### config.mk
export PLATFORM = sky130hd
export DESIGN_NAME = iscd_decode
export DESIGN_NICKNAME = d
export VERILOG_FILES = /design/src/include/iscd_pkg.sv /design/src/verilog/iscd_coproc2_opcode_mask.sv /design/src/verilog/iscd_id_bits.sv /design/src/verilog/iscd_decode.sv
export SDC_FILE = /design/constraint.sdc
export NUM_CORES = 1
export LEC_CHECK = 0
export ABC_AREA = 1
export CAP_MARGIN = 30
export CORE_ASPECT_RATIO = 0.7
export CORE_UTILIZATION = 30
export CTS_CLUSTER_DIAMETER = 80
export CTS_CLUSTER_SIZE = 8
export DETAILED_ROUTE_END_ITERATION = 7
export DONT_BUFFER_PORTS = 1
export HOLD_SLACK_MARGIN = 0.03
export PLACE_DENSITY_LB_ADDON = 0.08
export SYNTH_ARGS = -nofsm -noshare
export SYNTH_HDL_FRONTEND = slang
export SYNTH_HIERARCHICAL = 1
export SYNTH_SLANG_ARGS = --single-unit
### constraint.sdc
create_clock -name core_clk -period 0.8 [get_ports core_clk]
set_clock_uncertainty 0.15 [all_clocks]
set_input_delay 0.04 -clock core_clk [delete_from_list [all_inputs] [get_ports core_clk]]
set_output_delay 0.04 -clock core_clk [all_outputs]
set_load 0.02 [all_outputs]
### src/include/iscd_pkg.sv
// Purpose: Constants for the subset-configuration decode block.
// Assumes: 32-bit instruction words, major opcode in bits 31..26.
// Notes: Releases are encoded as small integers.
package iscd_pkg;
  localparam logic [5:0] OP_SPECIAL = 6'h00;
  localparam logic [5:0] OP_COP0 = 6'h10;
  localparam logic [5:0] OP_COP1 = 6'h11;
  localparam logic [5:0] OP_COPROC2_OPCODE = 6'h12;
  localparam logic [5:0] OP_COPROC3_OPCODE = 6'h13;
  localparam logic [5:0] OP_VENDOR = 6'h1c;
  localparam logic [5:0] OP_MODE_JUMP = 6'h1d;
  localparam logic [5:0] OP_LWC1 = 6'h31;
  localparam logic [5:0] OP_LWC2 = 6'h32;
  localparam logic [5:0] OP_LDC1 = 6'h35;
  localparam logic [5:0] OP_LDC2 = 6'h36;
  localparam logic [5:0] OP_SWC1 = 6'h39;
  localparam logic [5:0] OP_SWC2 = 6'h3a;
  localparam logic [5:0] OP_SDC1 = 6'h3d;
  localparam logic [5:0] OP_SDC2 = 6'h3e;
  localparam logic [5:0] FN_MOVCI = 6'h01;
  localparam logic [5:0] FN_DEBUG_BREAK = 6'h0e;
  localparam logic [5:0] FN_DEBUG_RETURN = 6'h1f;
  localparam logic [2:0] REL_FIVE = 3'h5;
  localparam logic [2:0] REL_SIX = 3'h6;
  localparam logic [2:0] REL_TWO = 3'h2;
  localparam logic [1:0] AW_32 = 2'h0;
  localparam logic [1:0] AW_64 = 2'h2;
  localparam logic [2:0] LINE_NONE = 3'h0;
  localparam logic [1:0] EXC_NONE = 2'h0;
  localparam logic [1:0] EXC_RESERVED = 2'h1;
  localparam logic [1:0] EXC_COP_UNUSABLE = 2'h2;
  typedef enum logic [1:0] {
    ISCD_BOOT = 2'b00,
    ISCD_CHECK = 2'b01,
    ISCD_RUN = 2'b10,
    ISCD_FAULT = 2'b11
  } iscd_state_type;
endpackage

### src/verilog/iscd_coproc2_opcode_mask.sv
// Purpose: Per-instruction presence check for the coprocessor-2 group.
// Assumes: Opcode fields come from logic on the same clock.
// Notes: Purely combinational; the top registers the result.
`timescale 1ns/1ps
module iscd_coproc2_opcode_mask #(
  parameter logic [5:0] COPROC2_OPCODE_INSTR_MASK = 6'h3f
) (
  input wire logic [5:0] opcode,
  output logic coproc2_opcode_op,
  output logic coproc2_opcode_allowed
);
  import iscd_pkg::*;
  always_comb begin
    coproc2_opcode_op = 1'b1;
    coproc2_opcode_allowed = 1'b0;
    case (opcode)
      OP_COPROC2_OPCODE: coproc2_opcode_allowed = COPROC2_OPCODE_INSTR_MASK[0];
      OP_LWC2: coproc2_opcode_allowed = COPROC2_OPCODE_INSTR_MASK[1];
      OP_SWC2: coproc2_opcode_allowed = COPROC2_OPCODE_INSTR_MASK[2];
      OP_LDC2: coproc2_opcode_allowed = COPROC2_OPCODE_INSTR_MASK[3];
      OP_SDC2: coproc2_opcode_allowed = COPROC2_OPCODE_INSTR_MASK[4];
      default: coproc2_opcode_op = 1'b0;
    endcase
  end
endmodule // iscd_coproc2_opcode_mask

### src/verilog/iscd_id_bits.sv
// Purpose: Builds the read-only identification bits from build options.
// Assumes: Options are static for the life of the part.
// Notes: Combinational; registered in the top.
`timescale 1ns/1ps
module iscd_id_bits #(
  parameter bit HAS_FPU = 1'b1,
  parameter bit FPU_64 = 1'b1,
  parameter bit HAS_PS = 1'b0,
  parameter bit HAS_COPROC2_OPCODE = 1'b0,
  parameter bit ADDR_64 = 1'b1,
  parameter logic [2:0] ILINE = 3'h4,
  parameter logic [2:0] DLINE = 3'h4
) (
  output logic fpu_present_flag,
  output logic fpu64_capable,
  output logic paired_single_fmt,
  output logic coproc2_opcode_present_flag,
  output logic [1:0] address_width_field,
  output logic [2:0] icache_line_field,
  output logic [2:0] dcache_line_field
);
  import iscd_pkg::*;
  always_comb begin
    fpu_present_flag = HAS_FPU;
    fpu64_capable = HAS_FPU & FPU_64;
    paired_single_fmt = HAS_FPU & FPU_64 & HAS_PS;
    coproc2_opcode_present_flag = HAS_COPROC2_OPCODE;
    address_width_field = ADDR_64 ? AW_64 : AW_32;
    icache_line_field = ILINE;
    dcache_line_field = DLINE;
  end
endmodule // iscd_id_bits

### src/verilog/iscd_decode.sv
// Purpose: Decides which optional instruction groups exist and traps the rest.
// Assumes: One instruction offered per cycle with instr_valid from the pipeline.
// Notes: Feature set is fixed by parameters; verdict appears one cycle later.
`timescale 1ns/1ps
module iscd_decode #(
  parameter logic [2:0] RELEASE = 3'h6,
  parameter bit HAS_FPU = 1'b1,
  parameter bit FPU_64 = 1'b1,
  parameter bit HAS_PS = 1'b0,
  parameter bit HAS_COPROC2_OPCODE = 1'b0,
  parameter logic [5:0] COPROC2_OPCODE_INSTR_MASK = 6'h3f,
  parameter bit ADDR_64 = 1'b1,
  parameter logic [2:0] ILINE = 3'h4,
  parameter logic [2:0] DLINE = 3'h4,
  parameter bit HAS_DEBUG = 1'b1,
  parameter bit HAS_VIRT = 1'b0,
  parameter bit HAS_SIMD = 1'b0,
  parameter bit MODE_SWITCH = 1'b0,
  parameter bit VENDOR_EXT = 1'b0,
  parameter bit COMPACT_WIDTH_MATCH = 1'b1
) (
  input wire logic core_clk,
  input wire logic rst,
  input wire logic instr_valid,
  input wire logic [31:0] instr_word,
  input wire logic fpu_reg_model,
  output logic decode_valid,
  output logic [1:0] exc_code,
  output logic config_ok,
  output logic fpu_present_flag,
  output logic fpu64_capable,
  output logic paired_single_fmt,
  output logic coproc2_opcode_present_flag,
  output logic [1:0] address_width_field,
  output logic [2:0] icache_line_field,
  output logic [2:0] dcache_line_field
);
  import iscd_pkg::*;

  // A release-5 feature lifts the effective release to at least five.
  localparam logic [2:0] EFF_REL =
    ((HAS_VIRT | HAS_SIMD) && RELEASE < REL_FIVE) ? REL_FIVE : RELEASE;

  // Illegal builds are caught once after reset and then trap every valid
  // instruction, so a bad configuration is visible on config_ok.
  function automatic logic legal_cfg(input logic model);
    logic ok;
    ok = 1'b1;
    if (HAS_FPU && !FPU_64 && EFF_REL != REL_SIX) ok = 1'b0;
    if (HAS_FPU && !FPU_64 && model) ok = 1'b0;
    if (HAS_FPU && FPU_64 && EFF_REL == REL_SIX && !model) ok = 1'b0;
    if (HAS_PS && EFF_REL == REL_SIX) ok = 1'b0;
    if (HAS_PS && !FPU_64) ok = 1'b0;
    if (VENDOR_EXT && EFF_REL == REL_SIX) ok = 1'b0;
    if (!COMPACT_WIDTH_MATCH) ok = 1'b0;
    return ok;
  endfunction

  // Register model 1 is usable only when the build supports it.
  function automatic logic model_supported(input logic model);
    logic ok;
    ok = 1'b1;
    if (model && !FPU_64) ok = 1'b0;
    if (!model && FPU_64 && EFF_REL == REL_SIX) ok = 1'b0;
    // Before release 5 model 0 is mandatory and model 1 also supported;
    // release 5 requires both, so both remain accepted there.
    return ok;
  endfunction

  logic coproc2_opcode_op;
  logic coproc2_opcode_allowed;
  logic id_fp, id_f64, id_ps, id_c2;
  logic [1:0] id_aw;
  logic [2:0] id_il, id_dl;

  iscd_coproc2_opcode_mask #(.COPROC2_OPCODE_INSTR_MASK(COPROC2_OPCODE_INSTR_MASK)) u_coproc2_opcode (
    .opcode(instr_word[31:26]),
    .coproc2_opcode_op(coproc2_opcode_op),
    .coproc2_opcode_allowed(coproc2_opcode_allowed)
  );

  iscd_id_bits #(
    .HAS_FPU(HAS_FPU), .FPU_64(FPU_64), .HAS_PS(HAS_PS && EFF_REL != REL_SIX),
    .HAS_COPROC2_OPCODE(HAS_COPROC2_OPCODE), .ADDR_64(ADDR_64), .ILINE(ILINE), .DLINE(DLINE)
  ) u_id (
    .fpu_present_flag(id_fp),
    .fpu64_capable(id_f64),
    .paired_single_fmt(id_ps),
    .coproc2_opcode_present_flag(id_c2),
    .address_width_field(id_aw),
    .icache_line_field(id_il),
    .dcache_line_field(id_dl)
  );

  iscd_state_type state_q, state_d;
  logic config_ok_q, config_ok_d;
  logic decode_valid_q, decode_valid_d;
  logic [1:0] exc_q, exc_d;
  logic fp_q, f64_q, ps_q, c2_q;
  logic [1:0] aw_q;
  logic [2:0] il_q, dl_q;

  logic [5:0] opc;
  logic [5:0] fn;
  logic fp_op;
  logic [1:0] verdict;

  assign opc = instr_word[31:26];
  assign fn = instr_word[5:0];

  // Every floating-point group, including its branch helpers and, before release six, the MOVCI move helper.
  assign fp_op = (opc == OP_COP1) || (opc == OP_LWC1) || (opc == OP_SWC1) ||
                 (opc == OP_LDC1) || (opc == OP_SDC1) ||
                 (opc == OP_SPECIAL && fn == FN_MOVCI && EFF_REL != REL_SIX);

  always_comb begin
    verdict = EXC_NONE;
    if (fp_op) begin
      if (!HAS_FPU) verdict = EXC_COP_UNUSABLE;
      else if (!model_supported(fpu_reg_model)) verdict = EXC_RESERVED;
    end else if (coproc2_opcode_op) begin
      if (!HAS_COPROC2_OPCODE) verdict = EXC_COP_UNUSABLE;
      else if (!coproc2_opcode_allowed) verdict = EXC_RESERVED;
    end else if (opc == OP_COPROC3_OPCODE && RELEASE >= REL_TWO) begin
      verdict = EXC_RESERVED;
    end else if (opc == OP_VENDOR) begin
      if (!VENDOR_EXT || EFF_REL == REL_SIX) verdict = EXC_RESERVED;
    end else if (opc == OP_MODE_JUMP) begin
      if (!MODE_SWITCH || EFF_REL == REL_SIX) verdict = EXC_RESERVED;
    end else if (opc == OP_SPECIAL && fn == FN_DEBUG_BREAK) begin
      if (!HAS_DEBUG) verdict = EXC_RESERVED;
    end else if (opc == OP_COP0 && fn == FN_DEBUG_RETURN && instr_word[25]) begin
      if (!HAS_DEBUG) verdict = EXC_RESERVED;
    end
  end

  always_comb begin
    state_d = state_q;
    config_ok_d = config_ok_q;
    decode_valid_d = 1'b0;
    exc_d = EXC_NONE;
    case (state_q)
      ISCD_BOOT: state_d = ISCD_CHECK;
      ISCD_CHECK: begin
        config_ok_d = legal_cfg(fpu_reg_model);
        state_d = legal_cfg(fpu_reg_model) ? ISCD_RUN : ISCD_FAULT;
      end
      ISCD_RUN: begin
        decode_valid_d = instr_valid;
        exc_d = instr_valid ? verdict : EXC_NONE;
      end
      // A bad build still traps every instruction so nothing executes.
      ISCD_FAULT: begin
        decode_valid_d = instr_valid;
        exc_d = instr_valid ? EXC_RESERVED : EXC_NONE;
      end
      default: state_d = ISCD_BOOT;
    endcase
  end

  always_ff @(posedge core_clk) begin
    if (rst) begin
      state_q <= ISCD_BOOT;
      config_ok_q <= 1'b0;
      decode_valid_q <= 1'b0;
      exc_q <= EXC_NONE;
    end else begin
      state_q <= state_d;
      config_ok_q <= config_ok_d;
      decode_valid_q <= decode_valid_d;
      exc_q <= exc_d;
    end
  end

  // Identification comes from the same parameters as the trap logic.
  always_ff @(posedge core_clk) begin
    if (rst) begin
      fp_q <= 1'b0;
      f64_q <= 1'b0;
      ps_q <= 1'b0;
      c2_q <= 1'b0;
      aw_q <= AW_32;
      il_q <= LINE_NONE;
      dl_q <= LINE_NONE;
    end else begin
      fp_q <= id_fp;
      f64_q <= id_f64;
      ps_q <= id_ps;
      c2_q <= id_c2;
      aw_q <= id_aw;
      il_q <= id_il;
      dl_q <= id_dl;
    end
  end

  // Reserved fields are never exported or given meaning here.
  assign decode_valid = decode_valid_q;
  assign exc_code = exc_q;
  assign config_ok = config_ok_q;
  assign fpu_present_flag = fp_q;
  assign fpu64_capable = f64_q;
  assign paired_single_fmt = ps_q;
  assign coproc2_opcode_present_flag = c2_q;
  assign address_width_field = aw_q;
  assign icache_line_field = il_q;
  assign dcache_line_field = dl_q;

  a_fpu_absent_trap: assert property (@(posedge core_clk) disable iff (rst)
    (state_q == ISCD_RUN && instr_valid && fp_op && !HAS_FPU)
    |=> exc_code == EXC_COP_UNUSABLE) else $error("fpu op not trapped");
  a_coproc3_opcode_reserved: assert property (@(posedge core_clk) disable iff (rst)
    (state_q == ISCD_RUN && instr_valid && opc == OP_COPROC3_OPCODE && RELEASE >= REL_TWO)
    |=> exc_code == EXC_RESERVED) else $error("coproc3_opcode not reserved");
  a_vendor_rel6: assert property (@(posedge core_clk) disable iff (rst)
    (state_q == ISCD_RUN && instr_valid && opc == OP_VENDOR && EFF_REL == REL_SIX)
    |=> exc_code == EXC_RESERVED) else $error("vendor group open");
  a_mode_jump: assert property (@(posedge core_clk) disable iff (rst)
    (state_q == ISCD_RUN && instr_valid && opc == OP_MODE_JUMP)
    |=> (exc_code == EXC_NONE) == (MODE_SWITCH && EFF_REL != REL_SIX))
    else $error("mode jump decode wrong");
  a_ps_rel6: assert property (@(posedge core_clk) disable iff (rst)
    (EFF_REL == REL_SIX) |-> ##1 !paired_single_fmt)
    else $error("paired single reported");
  a_integer_ok: assert property (@(posedge core_clk) disable iff (rst)
    (state_q == ISCD_RUN && instr_valid && opc == OP_SPECIAL && fn == 6'h20)
    |=> decode_valid && exc_code == EXC_NONE) else $error("integer trapped");
  a_id_agree: assert property (@(posedge core_clk) disable iff (rst)
    $rose(config_ok) |-> fpu_present_flag == HAS_FPU && coproc2_opcode_present_flag == HAS_COPROC2_OPCODE)
    else $error("id bits disagree");
  a_coproc2_opcode_absent: assert property (@(posedge core_clk) disable iff (rst)
    (state_q == ISCD_RUN && instr_valid && coproc2_opcode_op && !HAS_COPROC2_OPCODE)
    |=> exc_code == EXC_COP_UNUSABLE) else $error("coproc2_opcode not trapped");
  a_debug_absent: assert property (@(posedge core_clk) disable iff (rst)
    (state_q == ISCD_RUN && instr_valid && opc == OP_SPECIAL
     && fn == FN_DEBUG_BREAK && !HAS_DEBUG) |=> exc_code == EXC_RESERVED)
    else $error("debug break not trapped");
  a_aw_field: assert property (@(posedge core_clk) disable iff (rst)
    !rst ##1 1'b1 |-> address_width_field == (ADDR_64 ? AW_64 : AW_32))
    else $error("address width wrong");
  // A bad build, an idle cycle and the start-up states must trap or stay quiet.
  // Nothing may slip through as a clean answer while the build is unchecked.
  a_fault_traps: assert property (@(posedge core_clk) disable iff (rst)
    (state_q == ISCD_FAULT && instr_valid)
    |=> decode_valid && exc_code == EXC_RESERVED) else $error("bad build let op pass");
  a_idle_quiet: assert property (@(posedge core_clk) disable iff (rst)
    !instr_valid |=> !decode_valid && exc_code == EXC_NONE)
    else $error("answer without request");
  a_boot_silent: assert property (@(posedge core_clk) disable iff (rst)
    (state_q == ISCD_BOOT || state_q == ISCD_CHECK) |=> !decode_valid)
    else $error("answer before check");
  a_coproc2_opcode_partial: assert property (@(posedge core_clk) disable iff (rst)
    (state_q == ISCD_RUN && instr_valid && coproc2_opcode_op && HAS_COPROC2_OPCODE && !coproc2_opcode_allowed)
    |=> exc_code == EXC_RESERVED)
    else $error("omitted coproc2_opcode op not trapped");
  a_coproc2_opcode_kept: assert property (@(posedge core_clk) disable iff (rst)
    (state_q == ISCD_RUN && instr_valid && coproc2_opcode_op && HAS_COPROC2_OPCODE && coproc2_opcode_allowed)
    |=> decode_valid && exc_code == EXC_NONE)
    else $error("kept coproc2_opcode op trapped");
  a_fp_model: assert property (@(posedge core_clk) disable iff (rst)
    (state_q == ISCD_RUN && instr_valid && fp_op && HAS_FPU && FPU_64
     && EFF_REL == REL_SIX && !fpu_reg_model) |=> exc_code == EXC_RESERVED)
    else $error("model 0 float op accepted");
  a_fp_clean: assert property (@(posedge core_clk) disable iff (rst)
    (state_q == ISCD_RUN && instr_valid && fp_op && HAS_FPU && FPU_64 && fpu_reg_model)
    |=> exc_code == EXC_NONE)
    else $error("float op trapped in model 1");
  a_id_static: assert property (@(posedge core_clk) disable iff (rst)
    config_ok |=> $stable(fpu_present_flag) && $stable(fpu64_capable)
    && $stable(coproc2_opcode_present_flag) && $stable(address_width_field))
    else $error("id bits changed");
  a_line_fields: assert property (@(posedge core_clk) disable iff (rst)
    !rst ##1 1'b1 |-> icache_line_field == ILINE && dcache_line_field == DLINE)
    else $error("cache line fields wrong");
  a_run_cfg_ok: assert property (@(posedge core_clk) disable iff (rst)
    (state_q == ISCD_RUN) == config_ok) else $error("config flag disagrees with state");
  c_run_reached: cover property (@(posedge core_clk) state_q == ISCD_RUN);
  c_fault_seen: cover property (@(posedge core_clk) state_q == ISCD_FAULT);
  c_trap_seen: cover property (@(posedge core_clk) exc_code == EXC_RESERVED);
  c_cu_seen: cover property (@(posedge core_clk) exc_code == EXC_COP_UNUSABLE);
  c_clean_op: cover property (@(posedge core_clk) decode_valid && exc_code == EXC_NONE);
endmodule // iscd_decode

==> flow_metrics.env <==
export IMPL_hold_viol_final=5
export IMPL_wl_per_cell_um=8.39
export IMPL_cts_tree="built"
export IMPL_rows=14
export IMPL_ys_seq_area_share_pct=47.8
export IMPL_cp_startpoint="rst"
export IMPL_hpwl_um=807
export IMPL_power_leakage_nw=0.441
export IMPL_ant_nets=0
export IMPL_finalSetupViolCount=21
export IMPL_drt_pass1_iter_count=4
export IMPL_clkSlewWorstSetupHoldPaths_ns=0.09
export IMPL_clockRootBuffer="clkbuf_4"
export IMPL_coreArea_mm2=0.00226
export IMPL_antenna_found_initial=0
export IMPL_run_status="finished with violations"
export IMPL_viasPerCell=3.68
export IMPL_swShare_pct=25.5
export IMPL_timing_final_crit_share_pct=119
export IMPL_clk_path_buf_depth=2
export IMPL_die_w_um=61.9
export IMPL_startpoint_type="input port"
export IMPL_drc=0
export IMPL_clock_sinks=18
export IMPL_path_delay_family="buffers and inverters"
export IMPL_final_util_pct=40.5
export IMPL_ff2ff_setup_slack_ns=-0.13
export IMPL_grt_pass1_vias=490
export IMPL_cpMaxStageDelayCell="dlygate4sd3_1"
export IMPL_num_vias=497
export IMPL_power_density_mw_per_mm2=1730
export IMPL_path_class="input port to flop"
export IMPL_gp_congestion=0.663
export IMPL_ys_seq_elements=18
export IMPL_setup_ws_ns=-0.151
export IMPL_syn_area_um2=754
export IMPL_totalWireLength_mm=1.13
export IMPL_cp_cell_sequence="dlygate4sd3_1 > nor2_4 > nand3_2 > a21oi_2"
export IMPL_violations="hold timing, setup timing"
export IMPL_port_buffers=0
export IMPL_hold_ws_ns=-0.219
export IMPL_cpPeakStageDelay_ns=0.64
export IMPL_min_path_type="input port to flop"
export IMPL_rsz0062_at_grt="yes"
export IMPL_seqPwrFrac_pct=63.0
export IMPL_drt_iter0_markers=18
export IMPL_start_util_pct=33.4
export IMPL_peakVddDrop_mv=0.772
export IMPL_syn_inst=96
export IMPL_ys_types=18
export IMPL_io_pins=52
export IMPL_p_int_mw=1.18
export IMPL_dieArea_mm2=0.00272
export IMPL_drive_gt1_share_pct=36.9
export IMPL_critPathMaxFanout=13
export IMPL_fp_dieH_um=44.0
export IMPL_cts_buffers=3
export IMPL_worst_path_buf_inv=1
export IMPL_power_mw=1.58
export IMPL_grt_first_pass_wirelength_mm=2.06
export IMPL_syn_area_per_cell_um2=7.86
export IMPL_nets=141
export IMPL_insertedDiodeCount=0
export IMPL_period_minus_slack_ns=0.951
export IMPL_area_delta_synth_final_pct=21.2
export IMPL_tns_ns=-1.45
export IMPL_fmax_mhz=1050
export IMPL_track_usage_pct=11.2
export IMPL_clock_latency_ns=0.28
export IMPL_cap_violations=0
export IMPL_hp_start="instr_word[31]"
export IMPL_clkPwrFrac_pct=26.6
export IMPL_worstPathArrival_ns=1.02
export IMPL_htree_num_levels=1
export IMPL_grt_overflow=0
export IMPL_combPwrFrac_pct=10.4
export IMPL_r2r_start="state_q[1]"
export IMPL_cts_hold_buf=6
export IMPL_finalMaxSlewViolations=0
export IMPL_yosysWarnings=6
export IMPL_p_sw_mw=0.403
export IMPL_end_kind="flop"
export IMPL_grt_max_degree=14
export IMPL_cp_required_ns=0.86
==> state kept, by name, summed over array words and instances, names as in the netlist <==
signal / cells
coproc2_opcode_present_flag: 1
fpu64_capable: 1
exc_code: 2
fpu_present_flag: 1
dcache_line_field: 3
state_q: 2
paired_single_fmt: 1
config_ok: 1
decode_valid: 1
address_width_field: 2
icache_line_field: 3
==> layer usage <==
metal  share of wire, %  global-route usage, %
met2                 42                   16.8
met1                 50                   12.3
met4                2.2                   4.89
met5                  0                      0
met3                5.9                   7.16
==> cells in the mapped netlist <==
master	number	share of area, %
inv_1	21	10
dfxtp_1	18	48
nor2_1	16	8.0
buf_4	13	13
nand2_1	8	4.0
nand3_1	5	3.3
a21oi_1	2	1.3
conb_1	2	1.0
nor2_4	2	3.0
a211oi_1	1	1.0
a21oi_2	1	1.2
buf_2	1	0.66
buf_6	1	1.5
inv_2	1	0.50
nand2_2	1	0.83
nor2_2	1	0.83
nor3_1	1	0.66
o21ai_2	1	1.2
==> layout by cell type, fill, tap and decap left out, drive strengths merged <==
master / instances
inv: 22
nand3: 5
dfxtp: 18
nand2: 9
nor3: 1
clkbuf: 3
o21ai: 1
dlygate4sd3: 6
conb: 12
a211oi: 1
nor2: 19
buf: 3
a21oi: 3
==> power groups by stage <==
stage / sequential (mW) / combinational, mW / clock (mW)
floorplan: 1.04 / 0.157 / 0
global placement: 1.04 / 0.122 / 0
detailed placement: 1.04 / 0.123 / 0
CTS: 0.995 / 0.155 / 0.457
global route: 1.00 / 0.188 / 0.494
finish: 0.995 / 0.164 / 0.421
==> layout make-up <==
class                   count  area, um^2
fillers                   233        1350
well taps                  32        40.0
inverters                  22        82.6
repair buffers              9        90.1
multi-input cells          51         259
flip-flops and latches     18         420
clock buffers               3        22.5
==> path summary, 6_finish.rpt <==
check | depth (start not counted) | to
worst min register to register | 1 | state_q[0]
worst max register to register | 4 | exc_code[1]
worst min-delay path | 3 | exc_code[1]
worst max-delay path | 4 | exc_code[1]
==> per-stage QoR <==
stage,hold slack (ns),instances,worst slack (ns),cell area [um^2]
2_1_floorplan,0.0378,106,-0.0462,803
3_3_place_gp,-0.0378,126,-0.117,752
3_5_place_dp,-0.0377,126,-0.0998,752
4_1_cts,-0.236,135,-0.153,906
5_1_grt,-0.241,135,-0.188,915
6_report,-0.219,135,-0.151,915
==> worst min-delay path, stage by stage <==
cell and delay [ns]:
inv_1 0.03, o21ai_2 0.07, a21oi_2 0.05
==> logic make-up (layout without fill, tap and decap cells) <==
| logic type | count (synthesis) | count (layout) | share of synthesized area [%] |
|---|---|---|---|
| buf+inv | 37 | 34 | 26.0 |
| compound gates | 5 | 5 | 4.64 |
| simple gates | 34 | 34 | 20.6 |
| other cells | 2 | 12 | 0.995 |
| flops | 18 | 18 | 47.8 |
==> timing repair <==
action                                 CTS  global route
pin swaps                                1             1
endpoints found under the hold margin   11             5
buffers inserted                         0             0
gates resized for setup                 36             2
setup endpoints to repair               22            22
No activity file was read; power rests on OpenSTA's default activity.
